<file path="config.mk">
export PLATFORM = sky130hd
export DESIGN_NAME = quadrature_decoder
export DESIGN_NICKNAME = d
export VERILOG_FILES = /design/src/inc/quadrature_decoder_pkg.sv /design/src/rtl/quadrature_decoder.sv /design/src/rtl/debounce_filter.sv
export VERILOG_INCLUDE_DIRS = /design/src /design/src/inc
export SDC_FILE = /design/constraint.sdc
export NUM_CORES = 1
export LEC_CHECK = 0
export BUFFER_PORTS_ARGS = -buffer_cell sky130_fd_sc_hd__buf_4
export CORE_MARGIN = 5
export CORE_UTILIZATION = 30
export CTS_CLUSTER_DIAMETER = 100
export DETAILED_ROUTE_END_ITERATION = 10
export GPL_TIMING_DRIVEN = 0
export SETUP_SLACK_MARGIN = 0.02
export SLEW_MARGIN = 25
export SYNTH_ARGS = -nofsm -noshare
export SYNTH_HDL_FRONTEND = slang
export SYNTH_SLANG_ARGS = --single-unit
</file>
<file path="constraint.sdc">
create_clock -name sys_clk -period 6.31 [get_ports sys_clk]
set_input_delay 0.631 -clock sys_clk [delete_from_list [all_inputs] [get_ports sys_clk]]
set_output_delay 0.631 -clock sys_clk [all_outputs]
set_load 0.05 [all_outputs]
</file>
<file path="src/inc/quadrature_decoder_regs.svh">
`ifndef QUADRATURE_DECODER_REGS_SVH
`define QUADRATURE_DECODER_REGS_SVH
`define QD_OFS_START 12'h000
`define QD_OFS_STOP 12'h004
`define QD_OFS_RDCLR_BOTH 12'h008
`define QD_OFS_RDCLR_TOTAL 12'h00c
`define QD_OFS_RDCLR_DBL 12'h010
`define QD_OFS_EVENTS 12'h100
`define QD_OFS_INTMASK 12'h104
`define QD_OFS_STATUS 12'h108
`define QD_OFS_ENABLE 12'h500
`define QD_OFS_LED_POLARITY 12'h504
`define QD_OFS_PERIOD 12'h508
`define QD_OFS_STEP 12'h50c
`define QD_OFS_REPORT 12'h510
`define QD_OFS_TOTAL 12'h514
`define QD_OFS_TOTALREAD 12'h518
`define QD_OFS_LEDPIN 12'h51c
`define QD_OFS_DEBOUNCE 12'h528
`define QD_OFS_LEADTIME 12'h540
`define QD_OFS_DBLCNT 12'h544
`define QD_OFS_DBLREAD 12'h548
`define QD_EV_SAMPLE 0
`define QD_EV_REPORT 1
`define QD_EV_OVERFLOW 2
`define QD_EV_DOUBLE 3
`define QD_EV_STOPPED 4
`define QD_EV_W 5
`define QD_LEDPIN_DISC_BIT 31
`define QD_LEDPIN_RST 1'b1
`define QD_PERIOD_W 4
`define QD_PERIOD_STEP_US 11'd64
`define QD_LEAD_W 9
`define QD_LEAD_RST 9'h010
`define QD_REPORT_W 4
`define QD_TOTAL_W 16
`define QD_DBL_W 4
`define QD_CLK_PERIOD_NS 10
`define QD_FILTER_PERIOD_NS 1000
`define QD_TICK_CYCLES (`QD_FILTER_PERIOD_NS / `QD_CLK_PERIOD_NS)
`define QD_TICK_W 7
`define QD_US_W 11
`endif

</file>
<file path="src/inc/quadrature_decoder_pkg.sv">
package quadrature_decoder_pkg;
   typedef logic [11:0] apbAddr_t;
   typedef logic [31:0] word_t;
   typedef enum logic {RS_STOPPED, RS_RUNNING} runState_t;
   typedef logic signed [2:0] step_t;
endpackage : quadrature_decoder_pkg

</file>
<file path="src/rtl/quadrature_decoder.sv">
// How it works
// [RULE1] Sample both phases once per sample period.
// [RULE2] Decode each pair against the previous pair.
// [RULE3] No change gives 0; forward steps count up.
// [RULE4] Reverse steps give -1 and count down.
// [RULE5] Both phases changed: 2, count doubles.
// [RULE6] Change period only after stop and stopped.
// [RULE7] Change other settings preferably while stopped.
// [RULE8] LED on lead time before sample, then off.
// [RULE9] LED active level set by polarity.
// [RULE10] Disconnected LED pin is never driven.
// [RULE11] Each phase has its own optional filter.
// [RULE12] Filters sample at 1 MHz all period long.
// [RULE13] Filter passes level only if all samples equal.
// [RULE14] Long steady passes, short steady is suppressed.
// [RULE15] LED stays on while filters are enabled.
// [RULE16] Filtering delays displacement by one period.
// [RULE17] Overflowing steps are dropped with overflow event.
// [RULE18] Step register updates every period after start.
// [RULE19] Reset clears history, totals; LED inactive. Code resets ledOut low, the active level for reset polarity 0, with ledOe low.
`timescale 1ns/100ps
`include "quadrature_decoder_regs.svh"
module quadrature_decoder (
   input wire logic sys_clk, // System clock, 100 MHz.
   input wire logic rst, // Asynchronous reset, active high.
   input wire logic clkEn, // Clock enable; all state holds while low.
   input wire quadrature_decoder_pkg::apbAddr_t paddr, // APB address.
   input wire logic psel, // APB select.
   input wire logic penable, // APB enable.
   input wire logic pwrite, // APB write.
   input wire quadrature_decoder_pkg::word_t pwdata, // APB write data.
   output quadrature_decoder_pkg::word_t prdata, // APB read data.
   output logic pready, // APB ready.
   output logic pslverr, // APB error on unmapped address.
   input wire logic phaseA, // Encoder phase A pin.
   input wire logic phaseB, // Encoder phase B pin.
   output logic ledOut, // LED pin level.
   output logic ledOe, // LED pin output enable.
   output logic irq // Level interrupt.
);
   import quadrature_decoder_pkg::*;

   localparam logic [`QD_TICK_W-1:0] TICK_LAST = `QD_TICK_W'(`QD_TICK_CYCLES - 1);

   // Pin synchronisers: the first stage feeds only the second.
   logic [1:0] pinMeta_q, pinSync_q;
   always_ff @(posedge sys_clk or posedge rst) begin
      if (rst) begin
         pinMeta_q <= 2'h0;
         pinSync_q <= 2'h0;
      end else if (clkEn) begin
         pinMeta_q <= {phaseA, phaseB};
         pinSync_q <= pinMeta_q;
      end
   end

   // Configuration and control.
   runState_t run_q, run_d;
   logic enable_q, enable_d, led_polarity_q, led_polarity_d, debounce_enable_q, debounce_enable_d, ledDisc_q, ledDisc_d;
   logic [`QD_PERIOD_W-1:0] period_q, period_d;
   logic [`QD_REPORT_W-1:0] report_period_q, report_period_d;
   logic [`QD_LEAD_W-1:0] lead_q, lead_d;
   logic [`QD_EV_W-1:0] evt_q, evt_d, mask_q, mask_d, evtSet;
   word_t prdata_q, prdata_d;
   logic pready_q, pready_d, pslverr_q, pslverr_d, irq_q, irq_d;
   logic wrDone, clrTotal, clrDbl, hit, stopEv;
   word_t rdVal;

   // Timing.
   logic [`QD_TICK_W-1:0] tickCnt_q, tickCnt_d;
   logic [`QD_US_W-1:0] usCnt_q, usCnt_d, periodUs, usLeft;
   logic tick, periodEnd;
   logic ledOut_q, ledOut_d, ledOe_q, ledOe_d;

   // Decoding and accumulation.
   logic [1:0] prev_q, prev_d, cur;
   step_t step_q, step_d, stepNow;
   logic signed [`QD_TOTAL_W-1:0] total_q, total_d, totalRd_q, totalRd_d, totalBase;
   logic signed [`QD_TOTAL_W:0] totalSum;
   logic [`QD_DBL_W-1:0] dbl_q, dbl_d, dblRd_q, dblRd_d, dblBase;
   logic [`QD_REPORT_W-1:0] repCnt_q, repCnt_d;
   logic filtA, filtB;

   debounce_filter filterA (
      .sys_clk(sys_clk),
      .rst(rst),
      .clkEn(clkEn),
      .enable(debounce_enable_q), // [RULE11]
      .tick(tick),
      .periodEnd(periodEnd),
      .din(pinSync_q[1]),
      .dout(filtA)
   );

   debounce_filter filterB (
      .sys_clk(sys_clk),
      .rst(rst),
      .clkEn(clkEn),
      .enable(debounce_enable_q), // [RULE11]
      .tick(tick),
      .periodEnd(periodEnd),
      .din(pinSync_q[0]),
      .dout(filtB)
   );

   // One wait state: pready rises in the second access cycle, and a write lands with it.
   assign wrDone = psel && penable && pready_q && pwrite;

   // Read multiplexer; task registers and unmapped addresses read zero.
   always_comb begin
      hit = 1'b1;
      rdVal = 32'h0;
      case (paddr)
         `QD_OFS_START, `QD_OFS_STOP, `QD_OFS_RDCLR_BOTH, `QD_OFS_RDCLR_TOTAL, `QD_OFS_RDCLR_DBL: rdVal = 32'h0;
         `QD_OFS_EVENTS: rdVal = 32'(evt_q);
         `QD_OFS_INTMASK: rdVal = 32'(mask_q);
         `QD_OFS_STATUS: rdVal = 32'(run_q == RS_RUNNING);
         `QD_OFS_ENABLE: rdVal = 32'(enable_q);
         `QD_OFS_LED_POLARITY: rdVal = 32'(led_polarity_q);
         `QD_OFS_PERIOD: rdVal = 32'(period_q);
         `QD_OFS_STEP: rdVal = 32'(signed'(step_q));
         `QD_OFS_REPORT: rdVal = 32'(report_period_q);
         `QD_OFS_TOTAL: rdVal = 32'(total_q);
         `QD_OFS_TOTALREAD: rdVal = 32'(totalRd_q);
         `QD_OFS_LEDPIN: rdVal = {ledDisc_q, 31'h0};
         `QD_OFS_DEBOUNCE: rdVal = 32'(debounce_enable_q);
         `QD_OFS_LEADTIME: rdVal = 32'(lead_q);
         `QD_OFS_DBLCNT: rdVal = 32'(dbl_q);
         `QD_OFS_DBLREAD: rdVal = 32'(dblRd_q);
         default: hit = 1'b0;
      endcase
   end

   always_comb begin
      run_d = run_q;
      enable_d = enable_q;
      led_polarity_d = led_polarity_q;
      debounce_enable_d = debounce_enable_q;
      ledDisc_d = ledDisc_q;
      period_d = period_q;
      report_period_d = report_period_q;
      lead_d = lead_q;
      mask_d = mask_q;
      clrTotal = 1'b0;
      clrDbl = 1'b0;
      stopEv = 1'b0;
      pready_d = psel && penable && !pready_q;
      pslverr_d = psel && penable && !pready_q && !hit;
      prdata_d = (psel && penable && !pready_q && !pwrite) ? rdVal : 32'h0;
      if (wrDone) begin
         case (paddr)
            `QD_OFS_START: if (pwdata[0] && enable_q) run_d = RS_RUNNING;
            `QD_OFS_STOP: if (pwdata[0] && run_q == RS_RUNNING) begin
               run_d = RS_STOPPED;
               stopEv = 1'b1;
            end
            `QD_OFS_RDCLR_BOTH: begin
               clrTotal = pwdata[0];
               clrDbl = pwdata[0];
            end
            `QD_OFS_RDCLR_TOTAL: clrTotal = pwdata[0];
            `QD_OFS_RDCLR_DBL: clrDbl = pwdata[0];
            `QD_OFS_INTMASK: mask_d = pwdata[`QD_EV_W-1:0];
            `QD_OFS_ENABLE: begin
               // Clearing enable also stops the decoder, without a stopped event.
               enable_d = pwdata[0];
               if (!pwdata[0]) run_d = RS_STOPPED;
            end
            `QD_OFS_LED_POLARITY: led_polarity_d = pwdata[0];
            `QD_OFS_PERIOD: period_d = pwdata[`QD_PERIOD_W-1:0];
            `QD_OFS_REPORT: report_period_d = pwdata[`QD_REPORT_W-1:0];
            `QD_OFS_LEDPIN: ledDisc_d = pwdata[`QD_LEDPIN_DISC_BIT];
            `QD_OFS_DEBOUNCE: debounce_enable_d = pwdata[0];
            `QD_OFS_LEADTIME: lead_d = pwdata[`QD_LEAD_W-1:0];
            default: ;
         endcase
      end
   end

   // Timing: 1 MHz strobe and position inside the sample period.
   always_comb begin
      periodUs = `QD_US_W'(({7'h0, period_q} + 11'd1) * `QD_PERIOD_STEP_US);
      usLeft = periodUs - 11'd1 - usCnt_q;
      tick = (run_q == RS_RUNNING) && (tickCnt_q == TICK_LAST);
      periodEnd = tick && (usLeft == 11'd0); // [RULE1]
      tickCnt_d = tickCnt_q;
      usCnt_d = usCnt_q;
      // The counters restart on every start, so the first sample comes one full period later.
      if (run_q != RS_RUNNING) begin
         tickCnt_d = '0;
         usCnt_d = '0;
      end else if (tick) begin
         tickCnt_d = '0;
         usCnt_d = periodEnd ? 11'd0 : usCnt_q + 11'd1;
      end else begin
         tickCnt_d = tickCnt_q + `QD_TICK_W'(1);
      end
      ledOut_d = ~led_polarity_q;
      // The lead window closes at the sampling edge, when usLeft wraps back to a full period.
      if (run_q == RS_RUNNING && (debounce_enable_q || {2'h0, lead_q} > usLeft)) begin // [RULE8] [RULE15]
         ledOut_d = led_polarity_q; // [RULE9]
      end
      ledOe_d = enable_q && !ledDisc_q; // [RULE10]
   end

   // Decoding. With filters on, the filter output lags by one period.
   always_comb begin
      cur = debounce_enable_q ? {filtA, filtB} : pinSync_q; // [RULE16]
      stepNow = 3'sd0;
      if ((prev_q ^ cur) == 2'b11) begin
         stepNow = 3'sd2; // [RULE5]
      end else if (prev_q != cur) begin
         stepNow = (prev_q[1] ^ cur[0]) ? 3'sd1 : -3'sd1; // [RULE2] [RULE3] [RULE4]
      end
      prev_d = prev_q;
      step_d = step_q;
      repCnt_d = repCnt_q;
      totalBase = clrTotal ? '0 : total_q;
      dblBase = clrDbl ? '0 : dbl_q;
      totalRd_d = clrTotal ? total_q : totalRd_q;
      dblRd_d = clrDbl ? dbl_q : dblRd_q;
      total_d = totalBase;
      dbl_d = dblBase;
      totalSum = '0;
      evtSet = '0;
      evtSet[`QD_EV_STOPPED] = stopEv;
      if (periodEnd) begin
         prev_d = cur;
         step_d = stepNow; // [RULE18]
         evtSet[`QD_EV_SAMPLE] = 1'b1;
         // A double transition only counts doubles; a saturated count is refused as overflow.
         if (stepNow == 3'sd2) begin
            if (&dblBase) evtSet[`QD_EV_OVERFLOW] = 1'b1;
            else dbl_d = dblBase + `QD_DBL_W'(1); // [RULE5]
         end else if (stepNow != 3'sd0) begin
            totalSum = {totalBase[`QD_TOTAL_W-1], totalBase} + (`QD_TOTAL_W+1)'(stepNow);
            if (totalSum[`QD_TOTAL_W] != totalSum[`QD_TOTAL_W-1]) begin
               evtSet[`QD_EV_OVERFLOW] = 1'b1; // [RULE17]
            end else begin
               total_d = totalSum[`QD_TOTAL_W-1:0]; // [RULE3] [RULE4]
            end
         end
         // Report and double events look at the totals once per report period plus one samples.
         if (repCnt_q == report_period_q) begin
            repCnt_d = '0;
            evtSet[`QD_EV_REPORT] = (total_d != '0);
            evtSet[`QD_EV_DOUBLE] = (dbl_d != '0);
         end else begin
            repCnt_d = repCnt_q + `QD_REPORT_W'(1);
         end
      end
   end

   // A new event wins over a clear in the same cycle.
   always_comb begin
      evt_d = evt_q | evtSet;
      if (wrDone && paddr == `QD_OFS_EVENTS) begin
         evt_d = (evt_q & ~pwdata[`QD_EV_W-1:0]) | evtSet;
      end
      irq_d = |(evt_q & mask_q);
   end

   // Bus, control, configuration and event registers.
   always_ff @(posedge sys_clk or posedge rst) begin
      if (rst) begin
         run_q <= RS_STOPPED;
         enable_q <= 1'b0;
         led_polarity_q <= 1'b0;
         debounce_enable_q <= 1'b0;
         ledDisc_q <= `QD_LEDPIN_RST;
         period_q <= '0;
         report_period_q <= '0;
         lead_q <= `QD_LEAD_RST;
         mask_q <= '0;
         evt_q <= '0;
         prdata_q <= 32'h0;
         pready_q <= 1'b0;
         pslverr_q <= 1'b0;
         irq_q <= 1'b0;
      end else if (clkEn) begin
         run_q <= run_d;
         enable_q <= enable_d;
         led_polarity_q <= led_polarity_d;
         debounce_enable_q <= debounce_enable_d;
         ledDisc_q <= ledDisc_d;
         period_q <= period_d;
         report_period_q <= report_period_d;
         lead_q <= lead_d;
         mask_q <= mask_d;
         evt_q <= evt_d;
         prdata_q <= prdata_d;
         pready_q <= pready_d;
         pslverr_q <= pslverr_d;
         irq_q <= irq_d;
      end
   end

   // Sample timing and LED pin.
   always_ff @(posedge sys_clk or posedge rst) begin
      if (rst) begin
         tickCnt_q <= '0;
         usCnt_q <= '0;
         ledOut_q <= 1'b0; // [RULE19]
         ledOe_q <= 1'b0;
      end else if (clkEn) begin
         tickCnt_q <= tickCnt_d;
         usCnt_q <= usCnt_d;
         ledOut_q <= ledOut_d;
         ledOe_q <= ledOe_d;
      end
   end

   // Decoder history and accumulators.
   always_ff @(posedge sys_clk or posedge rst) begin
      if (rst) begin
         prev_q <= 2'h0; // [RULE19]
         step_q <= 3'sd0;
         total_q <= '0; // [RULE19]
         totalRd_q <= '0;
         dbl_q <= '0; // [RULE19]
         dblRd_q <= '0;
         repCnt_q <= '0;
      end else if (clkEn) begin
         prev_q <= prev_d;
         step_q <= step_d;
         total_q <= total_d;
         totalRd_q <= totalRd_d;
         dbl_q <= dbl_d;
         dblRd_q <= dblRd_d;
         repCnt_q <= repCnt_d;
      end
   end

   assign prdata = prdata_q;
   assign pready = pready_q;
   assign pslverr = pslverr_q;
   assign ledOut = ledOut_q;
   assign ledOe = ledOe_q;
   assign irq = irq_q;
endmodule : quadrature_decoder

</file>
<file path="src/rtl/debounce_filter.sv">
`timescale 1ns/100ps
`include "quadrature_decoder_regs.svh"
module debounce_filter (
   input wire logic sys_clk, // System clock.
   input wire logic rst, // Asynchronous reset, active high.
   input wire logic clkEn, // Freezes state while low.
   input wire logic enable, // Filter active.
   input wire logic tick, // 1 MHz filter sampling strobe.
   input wire logic periodEnd, // Last filter sample of the sample period.
   input wire logic din, // Synchronised phase level.
   output logic dout // Filtered phase level.
);
   logic cand_q, cand_d, same_q, same_d, first_q, first_d, out_q, out_d;

   always_comb begin
      cand_d = cand_q;
      same_d = same_q;
      first_d = first_q;
      out_d = out_q;
      if (!enable) begin
         first_d = 1'b1;
         out_d = din;
      end else if (tick) begin // [RULE12]
         if (first_q) begin
            cand_d = din;
            same_d = 1'b1;
            first_d = 1'b0;
         end else if (din != cand_q) begin
            same_d = 1'b0;
         end
         if (periodEnd) begin
            // Only a level held by every sample of the period is passed.
            if (!first_q && same_q && din == cand_q) begin
               out_d = cand_q; // [RULE13] [RULE14]
            end
            first_d = 1'b1;
         end
      end
   end

   always_ff @(posedge sys_clk or posedge rst) begin
      if (rst) begin
         cand_q <= 1'b0;
         same_q <= 1'b0;
         first_q <= 1'b1;
         out_q <= 1'b0;
      end else if (clkEn) begin
         cand_q <= cand_d;
         same_q <= same_d;
         first_q <= first_d;
         out_q <= out_d;
      end
   end

   assign dout = out_q;
endmodule : debounce_filter

</file>
* Yosys cells after proc, flatten, opt, wreduce, memory -nomap -nowiden *
Index checks and enable logic that the tools add are counted.

cells by class
  $add $sub $neg = 8
  order comparisons = 1
  equality and inequality tests = 37
  muxes and demuxes = 59
  bitwise logic cells = 8
  reductions and logical operators = 55

operators with widths
  operator                 count
  $pmux W32 S15            1
  $eq A12 B11 Y1 const B   12
  $mux W16                 6
  $eq A12 B9 Y1 const B    3
  $mux W1                  33
  $mux W11                 3
  $mux W32                 1
  $mux W4                  7
  $eq A12 B4 Y1 const B    2
  $reduce_and A3 Y1        8
  $reduce_and A4 Y1        6
  $reduce_or A20 Y1        1
  $add A16 B3 Y17          1
  $logic_and A1 B1 Y1      17
  $reduce_bool A16 Y1      1
  $mux W7                  2
  $eq A12 B3 Y1 const B    1
  $eq A12 B5 Y1 const B    1
  $logic_not A12 Y1        1
  $add A11 B1 Y11 const B  1
  $gt A9 B11 Y1            1
  $logic_not A11 Y1        1
  $sub A11 B1 Y11 const B  1
  $sub A11 B11 Y11         1
  other kinds (31)         56

word-level totals
  register bits after elaboration = 147
  output and inout bits = 37

* Logic depth before layout (Yosys ltp) *
  depth after elaboration = 16
  mapped depth = 17
  mapped depth without buffers = 15

* By module *
From an unflattened synthesis, not the netlist that was laid out.

second synthesis, totals
  cells, all modules = 835
  area total of the unflattened synthesis = 8,082.8 um^2

by module, submodules not included
  module              times used  cells an instance  area an instance (um^2)  sequential area each (um^2)
  quadrature_decoder  1           787                7,602.3                  3,130.5
  debounce_filter     2           24                 240.2                    101.3

* Worst setup path before layout *
OpenSTA, ideal clock, no wires.

  kind = in2reg
  start = input paddr[8]
  end = register evt_q[1]
  setup time = 0.126 ns
  arrival = 4.318 ns
  setup slack = 1.866 ns
  stages on the path = 15
  cell sequence = nor4_1 nand4_1 or2_2 clkbuf_1 and2_1 ha_1 fa_1 a211oi_2 o21ai_1 a31o_2 a211o_1 a2111oi_4 or2_2 o2bb2ai_1 a311o_1

between the ends
  word-level cells in the longest chain between the ends = 16

RTL lines
  what                             line                                                  source
  start: declaration               quadrature_decoder.sv:27                              input wire quadrature_decoder_pkg::apbAddr_t paddr,
  $eq A12 B4 Y1                    quadrature_decoder.sv:151                             case (paddr)
  $reduce_or A2 Y1 (no line)       -
  $mux W1                          quadrature_decoder.sv:151
  $mux W1                          quadrature_decoder.sv:150                             if (wrDone) begin
  $mux W16                         quadrature_decoder.sv:218                             totalBase = clrTotal ? '0 : total_q;
  $add A16 B3 Y17                  quadrature_decoder.sv:236                             totalSum = {totalBase[`QD_TOTAL_W-1], totalBase} + (`QD_TOTAL_W+1)'(stepNow);
  $ne A1 B1 Y1                     quadrature_decoder.sv:237                             if (totalSum[`QD_TOTAL_W] != totalSum[`QD_TOTAL_W-1]) begin
  $mux W16                         quadrature_decoder.sv:237
  $mux W16                         quadrature_decoder.sv:235                             end else if (stepNow != 3'sd0) begin
  $mux W16                         quadrature_decoder.sv:232                             if (stepNow == 3'sd2) begin
  $mux W16                         quadrature_decoder.sv:227                             if (periodEnd) begin
  $reduce_bool A16 Y1              quadrature_decoder.sv:246                             evtSet[`QD_EV_REPORT] = (total_d != '0);
  $mux W1                          quadrature_decoder.sv:244                             if (repCnt_q == report_period_q) begin
  $mux W4                          quadrature_decoder.sv:227
  $or A5 B5 Y5 (on tied branches)  quadrature_decoder.sv:256, quadrature_decoder.sv:258
  $mux W5 *                        quadrature_decoder.sv:257                             if (wrDone && paddr == `QD_OFS_EVENTS) begin
  end signal: assignment           quadrature_decoder.sv:290                             evt_q <= evt_d;
  end: declaration                 quadrature_decoder.sv:63                              logic [`QD_EV_W-1:0] evt_q, evt_d, mask_q, mask_d, evtSet;

Every way passes the cells marked *; elsewhere a longest branch is shown, timed or not. The select of a mux whose other input is x is not followed.
A chain may end at the register's enable or synchronous reset.

* Worst setup path after layout *
  start = input paddr[8]
  end = register total_q[14]

between the ends
  word-level cells in the longest chain between the ends = 12

RTL lines
  what                          line                       source
  $eq A12 B4 Y1                 quadrature_decoder.sv:151
  $reduce_or A2 Y1 (no line) *  -
  $mux W1 *                     quadrature_decoder.sv:151
  $mux W1 *                     quadrature_decoder.sv:150
  $mux W16 *                    quadrature_decoder.sv:218
  $add A16 B3 Y17               quadrature_decoder.sv:236
  $ne A1 B1 Y1                  quadrature_decoder.sv:237
  $mux W16                      quadrature_decoder.sv:237
  $mux W16                      quadrature_decoder.sv:235
  $mux W16                      quadrature_decoder.sv:232
  $mux W16                      quadrature_decoder.sv:227
  $mux W16 *                    quadrature_decoder.sv:227
  end signal: assignment        quadrature_decoder.sv:326  total_q <= total_d;
  end: declaration              quadrature_decoder.sv:78   logic signed [`QD_TOTAL_W-1:0] total_q, total_d, totalRd_q, totalRd_d, totalBase;

Marked as above.

==> out/qor_table.md <==
| Result | Value |
|---|---|
| Count of buffers added by post-CTS timing repair for setup | 0 |
| Placer congestion estimate | 0.866 |
| First drt pass iteration count | 6 |
| Relative slew margins | 0.393 |
| Fraction of power consumed by the clock network | 0.495 |
| Register-to-register setup slack | 1370 ps |
| Total power per unit cell area | 221 nW/µm² |
| Fraction of synthesized area in multiplexers | 0.0871 |
| Library cell with the largest summed area after synthesis | dfrtp_1 |
| Number of nets in the layout | 973 |
| Antenna violations before repair | 0 |
| Drt via density | 5.25 |
| Synth Area in Simple Gates | 0.172 |
| Arrival @ worst endpoint | 5230 ps |
| I/O Pins | 89 |
| Clock Skew | 9.49 ps |
| Vias after detailed routing | 6468 |
| Critical path class | in -> reg |
| Most numerous cell types in the synthesized netlist | 129 x dfrtp_1, 64 x nand2_1, 55 x mux2_2, 50 x nor2_1, 46 x o21ai_0 |
| Iteration-0 DRC count of the detailed router | 486 |
| Share of flip-flops with an asynchronous set or reset | 1.00 |
| Upper clock frequency limit | 0.203 GHz |
| Root buffer cell | clkbuf_16 |
| Adder-cell share of the synthesized area | 0.0617 |
| Post-synth top flop | dfrtp_1 |
| FF-to-FF End | total_q[14]$_DFFE_PP0P_ |
| Minimum setup slack after placement | 925 ps |
| Maximum net fanout on the critical path | 10 |
| Number of I/O port buffers | 65 |
| Ant. Diodes | 0 |
| Number of hold violations in the final report | 0 |
| Shortest clock period the worst path allows after layout | 4940 ps |
| CTS Buf Count | 17 |
| Post-Synthesis Mean Instance Area | 9.96 µm² |
| Maximum number of pins on one net before global-route repair | 91 |
| XOR/XNOR share of the synthesized area | 0.0452 |
| Transition time at the pin with the least slew margin | 898 ps |
| Static leakage power | 4.27 nW |
| Max clock buf depth | 2 |
| Area growth from synthesis to layout | 19.7% |
| Combinational family with the most area after synthesis | compound AO/OA/AOI/OAI gates |
| Die Y | 173 µm |
| Kind of launch point of the worst setup path | input pin |
| Number of enable-type register cells in the synthesized netlist | 0 |
| RSZ-0062 raised after global routing | no |
| Required time of the critical path | 6610 ps |
| Core Region | 26100 µm² |
| Endpoints failing setup | 0 |
| Number of cell instances on the worst register-to-register path | 15 |
| Ratio of final minimum period to clock period | 0.783 |
| Cell Chain, Critical Path | buf_4 > nor4_1 > nand4_1 > or2_2 > clkbuf_1 > and2_1 > ha_1 > fa_1 > a211oi_2 > o21ai_1 > a31o_2 > a2111oi_0 > nor3b_1 > o21ai_1 > clkbuf_1 > o21ai_0 |
| Gates resized, CTS repair | 0 |
| Via count of the first global-routing pass | 6522 |
| Die extent in x | 173 µm |
| Congestion Overflow GR | 0 |
| Global-route wire length before repair | 35300 µm |
| Count of mapped cells out of synthesis | 798 |
| Most instantiated library cell after synthesis | dfrtp_1 |
| Clock-pin slew reported for the worst setup and hold paths after clock tree synthesis | 60 ps |
| VDD IR max | 173 µV |
| Max-capacitance violation count | 0 |
| WL/cell | 17.8 µm |
| Switching share of power | 0.260 |
| Share of post-route cells with drive strength above 1 | 0.219 |
| Area post-placement | 8890 µm² |
| Sequential share of power | 0.408 |
| Flip-flop and latch count after synthesis | 132 |
| Setup total negative slack | 0 ps |
| Number of sinks driven by the clock tree | 132 |
| H-tree depth reported by CTS | 4 |
| Count of pins over their slew limit | 0 |
| Fraction of the mapped netlist area in compound gates | 0.176 |
| Result of the run | finished, final reports clean |
| Yosys warns | 0 |
| Slowest Stage Delay on Critical Path | 660 ps |
| Count of nets left with antenna violations after detail routing | 0 |
| Critical path capture point type | flip-flop |
| Logic pwr share | 0.096 |
| Global-route total usage across every layer | 0.145 |
| Drt drc | 0 |
| Hold_buf cts | 0 |
| CTS tree | yes |
| Kind of path behind the tightest hold check | in -> async |
| Number of cell rows | 59 |
| Synth cell types | 80 |
| Clk Latency, worst-skew pair | 430 ps |
| Detailed placement HPWL | 16800 µm |
| Post-synthesis instance area | 7950 µm² |
| Net Count, Synth | 888 |
| Design area | 9510 µm² |
| Net switching power | 0.548 mW |
| Area enclosed by the die boundary | 29800 µm² |
| Worst slack on hold paths | 184 ps |
| Initial Util | 0.305 |
| Sequential share of the synthesized area | 0.416 |
| Post-layout worst setup margin | 1370 ps |
| Library cell contributing the largest single delay on the critical path | nor4_1 |
| Synth area leaders | dfrtp_1 41%, mux2_2 7.8%, ha_1 5.7% |
| Routed wire length | 21900 µm |
| Source of the worst register-to-register timing path | debounce_enable_q$_DFFE_PP0P_ |
| Area share of the leading cell type in the synthesized netlist | 0.406 |
| Internal power | 1.56 mW |
==> worst max-delay path by stage <==
stage,start,to,slack (ps)
final,paddr[8],total_q[14]$_DFFE_PP0P_,1370
after global routing,debounce_enable_q$_DFFE_PP0P_,total_q[14]$_DFFE_PP0P_,840
after CTS,paddr[8],total_q[14]$_DFFE_PP0P_,1350
after detailed placement,paddr[8],total_q[14]$_DFFE_PP0P_,930
after global placement,rst,pslverr$_DFFE_PP0P_,470
after floorplan,paddr[8],evt_q[1]$_DFFE_PP0P_,1870
==> worst max-delay path: cells and delay by family <==
family          cells  cell delay, ps
buf+inv             3             630
compound gates      6            1650
simple gates        5            1650
fa+ha+maj           2             660
==> stage by stage <==
step,total power [mW],utilization,std cells
3_3_place_gp,1.07,0.340,1198
2_1_floorplan,1.01,-,798
6_report,2.11,0.365,1231
3_5_place_dp,1.08,0.341,1199
5_1_grt,2.18,0.365,1231
4_1_cts,2.13,0.365,1231
==> final cells by class <==
type,instances,area [µm²]
clock buffers,17,425
inverters,26,105
flip-flops and latches,132,3310
fillers,2650,16500
multi-input cells,598,4310
well taps,335,419
repair buffers,66,515
clock inverters,15,196
plain buffers,42,235
==> cell usage in the layout, fill, tap and decap left out, types with 9 or more instances in the layout <==
master and n:
dfrtp_1 129, and3_1 15, a221oi_1 12, a22o_1 10, o2bb2ai_1 20, clkbuf_1 16, xnor2_1 23, o21ai_0 46
nand4_1 17, buf_4 80, mux2_2 55, a21oi_1 38, a21o_1 9, nand2_1 64, inv_1 25, ha_1 36
nor2_1 50, and2_1 18, nor3_1 17, nand3_1 26, clkbuf_16 17, xor2_1 18
==> power groups by stage <==
| stage | registers (mW) | logic, mW | clock network, mW |
|---|---|---|---|
| after floorplan | 0.879 | 0.130 | 0 |
| after global placement | 0.876 | 0.199 | 0 |
| after detailed placement | 0.876 | 0.205 | 0 |
| after CTS | 0.860 | 0.205 | 1.06 |
| after global routing | 0.861 | 0.227 | 1.10 |
| final | 0.860 | 0.203 | 1.04 |
==> kinds of logic (layout without fill, tap and decap cells) <==
| kind of cell | after synthesis | count (layout) |
|---|---|---|
| and+or+nand+nor | 261 | 261 |
| AOI/OAI and AO/OA | 197 | 197 |
| DFF | 132 | 132 |
| buffers and inverters | 68 | 166 |
| muxes | 61 | 61 |
| xor gates and xnor gates | 41 | 41 |
| adders and majority gates | 38 | 38 |
==> metal layers <==
metal / wire (µm) / share of wire / up-vias / track usage
li1: - / - / 3140 / -
met1: 9730 / 0.44 / 3187 / 0.184
met2: 10900 / 0.50 / 116 / 0.249
met3: 682 / 0.031 / 25 / 0.0271
met4: 535 / 0.024 / 0 / 0.0491
met5: 0 / 0 / - / 0
==> state kept, by name (all words and copies together) (netlist names), 2 cells and up <==
register,count
step_q,3
usCnt_q,11
prev_q,2
evt_q,5
tickCnt_q,7
pinMeta_q,2
dbl_q,4
total_q,16
pinSync_q,2
totalRd_q,16
period_q,4
repCnt_q,4
lead_q,9
report_period_q,4
mask_q,5
prdata,17
dblRd_q,4
Power figures use the tool's default switching activity.
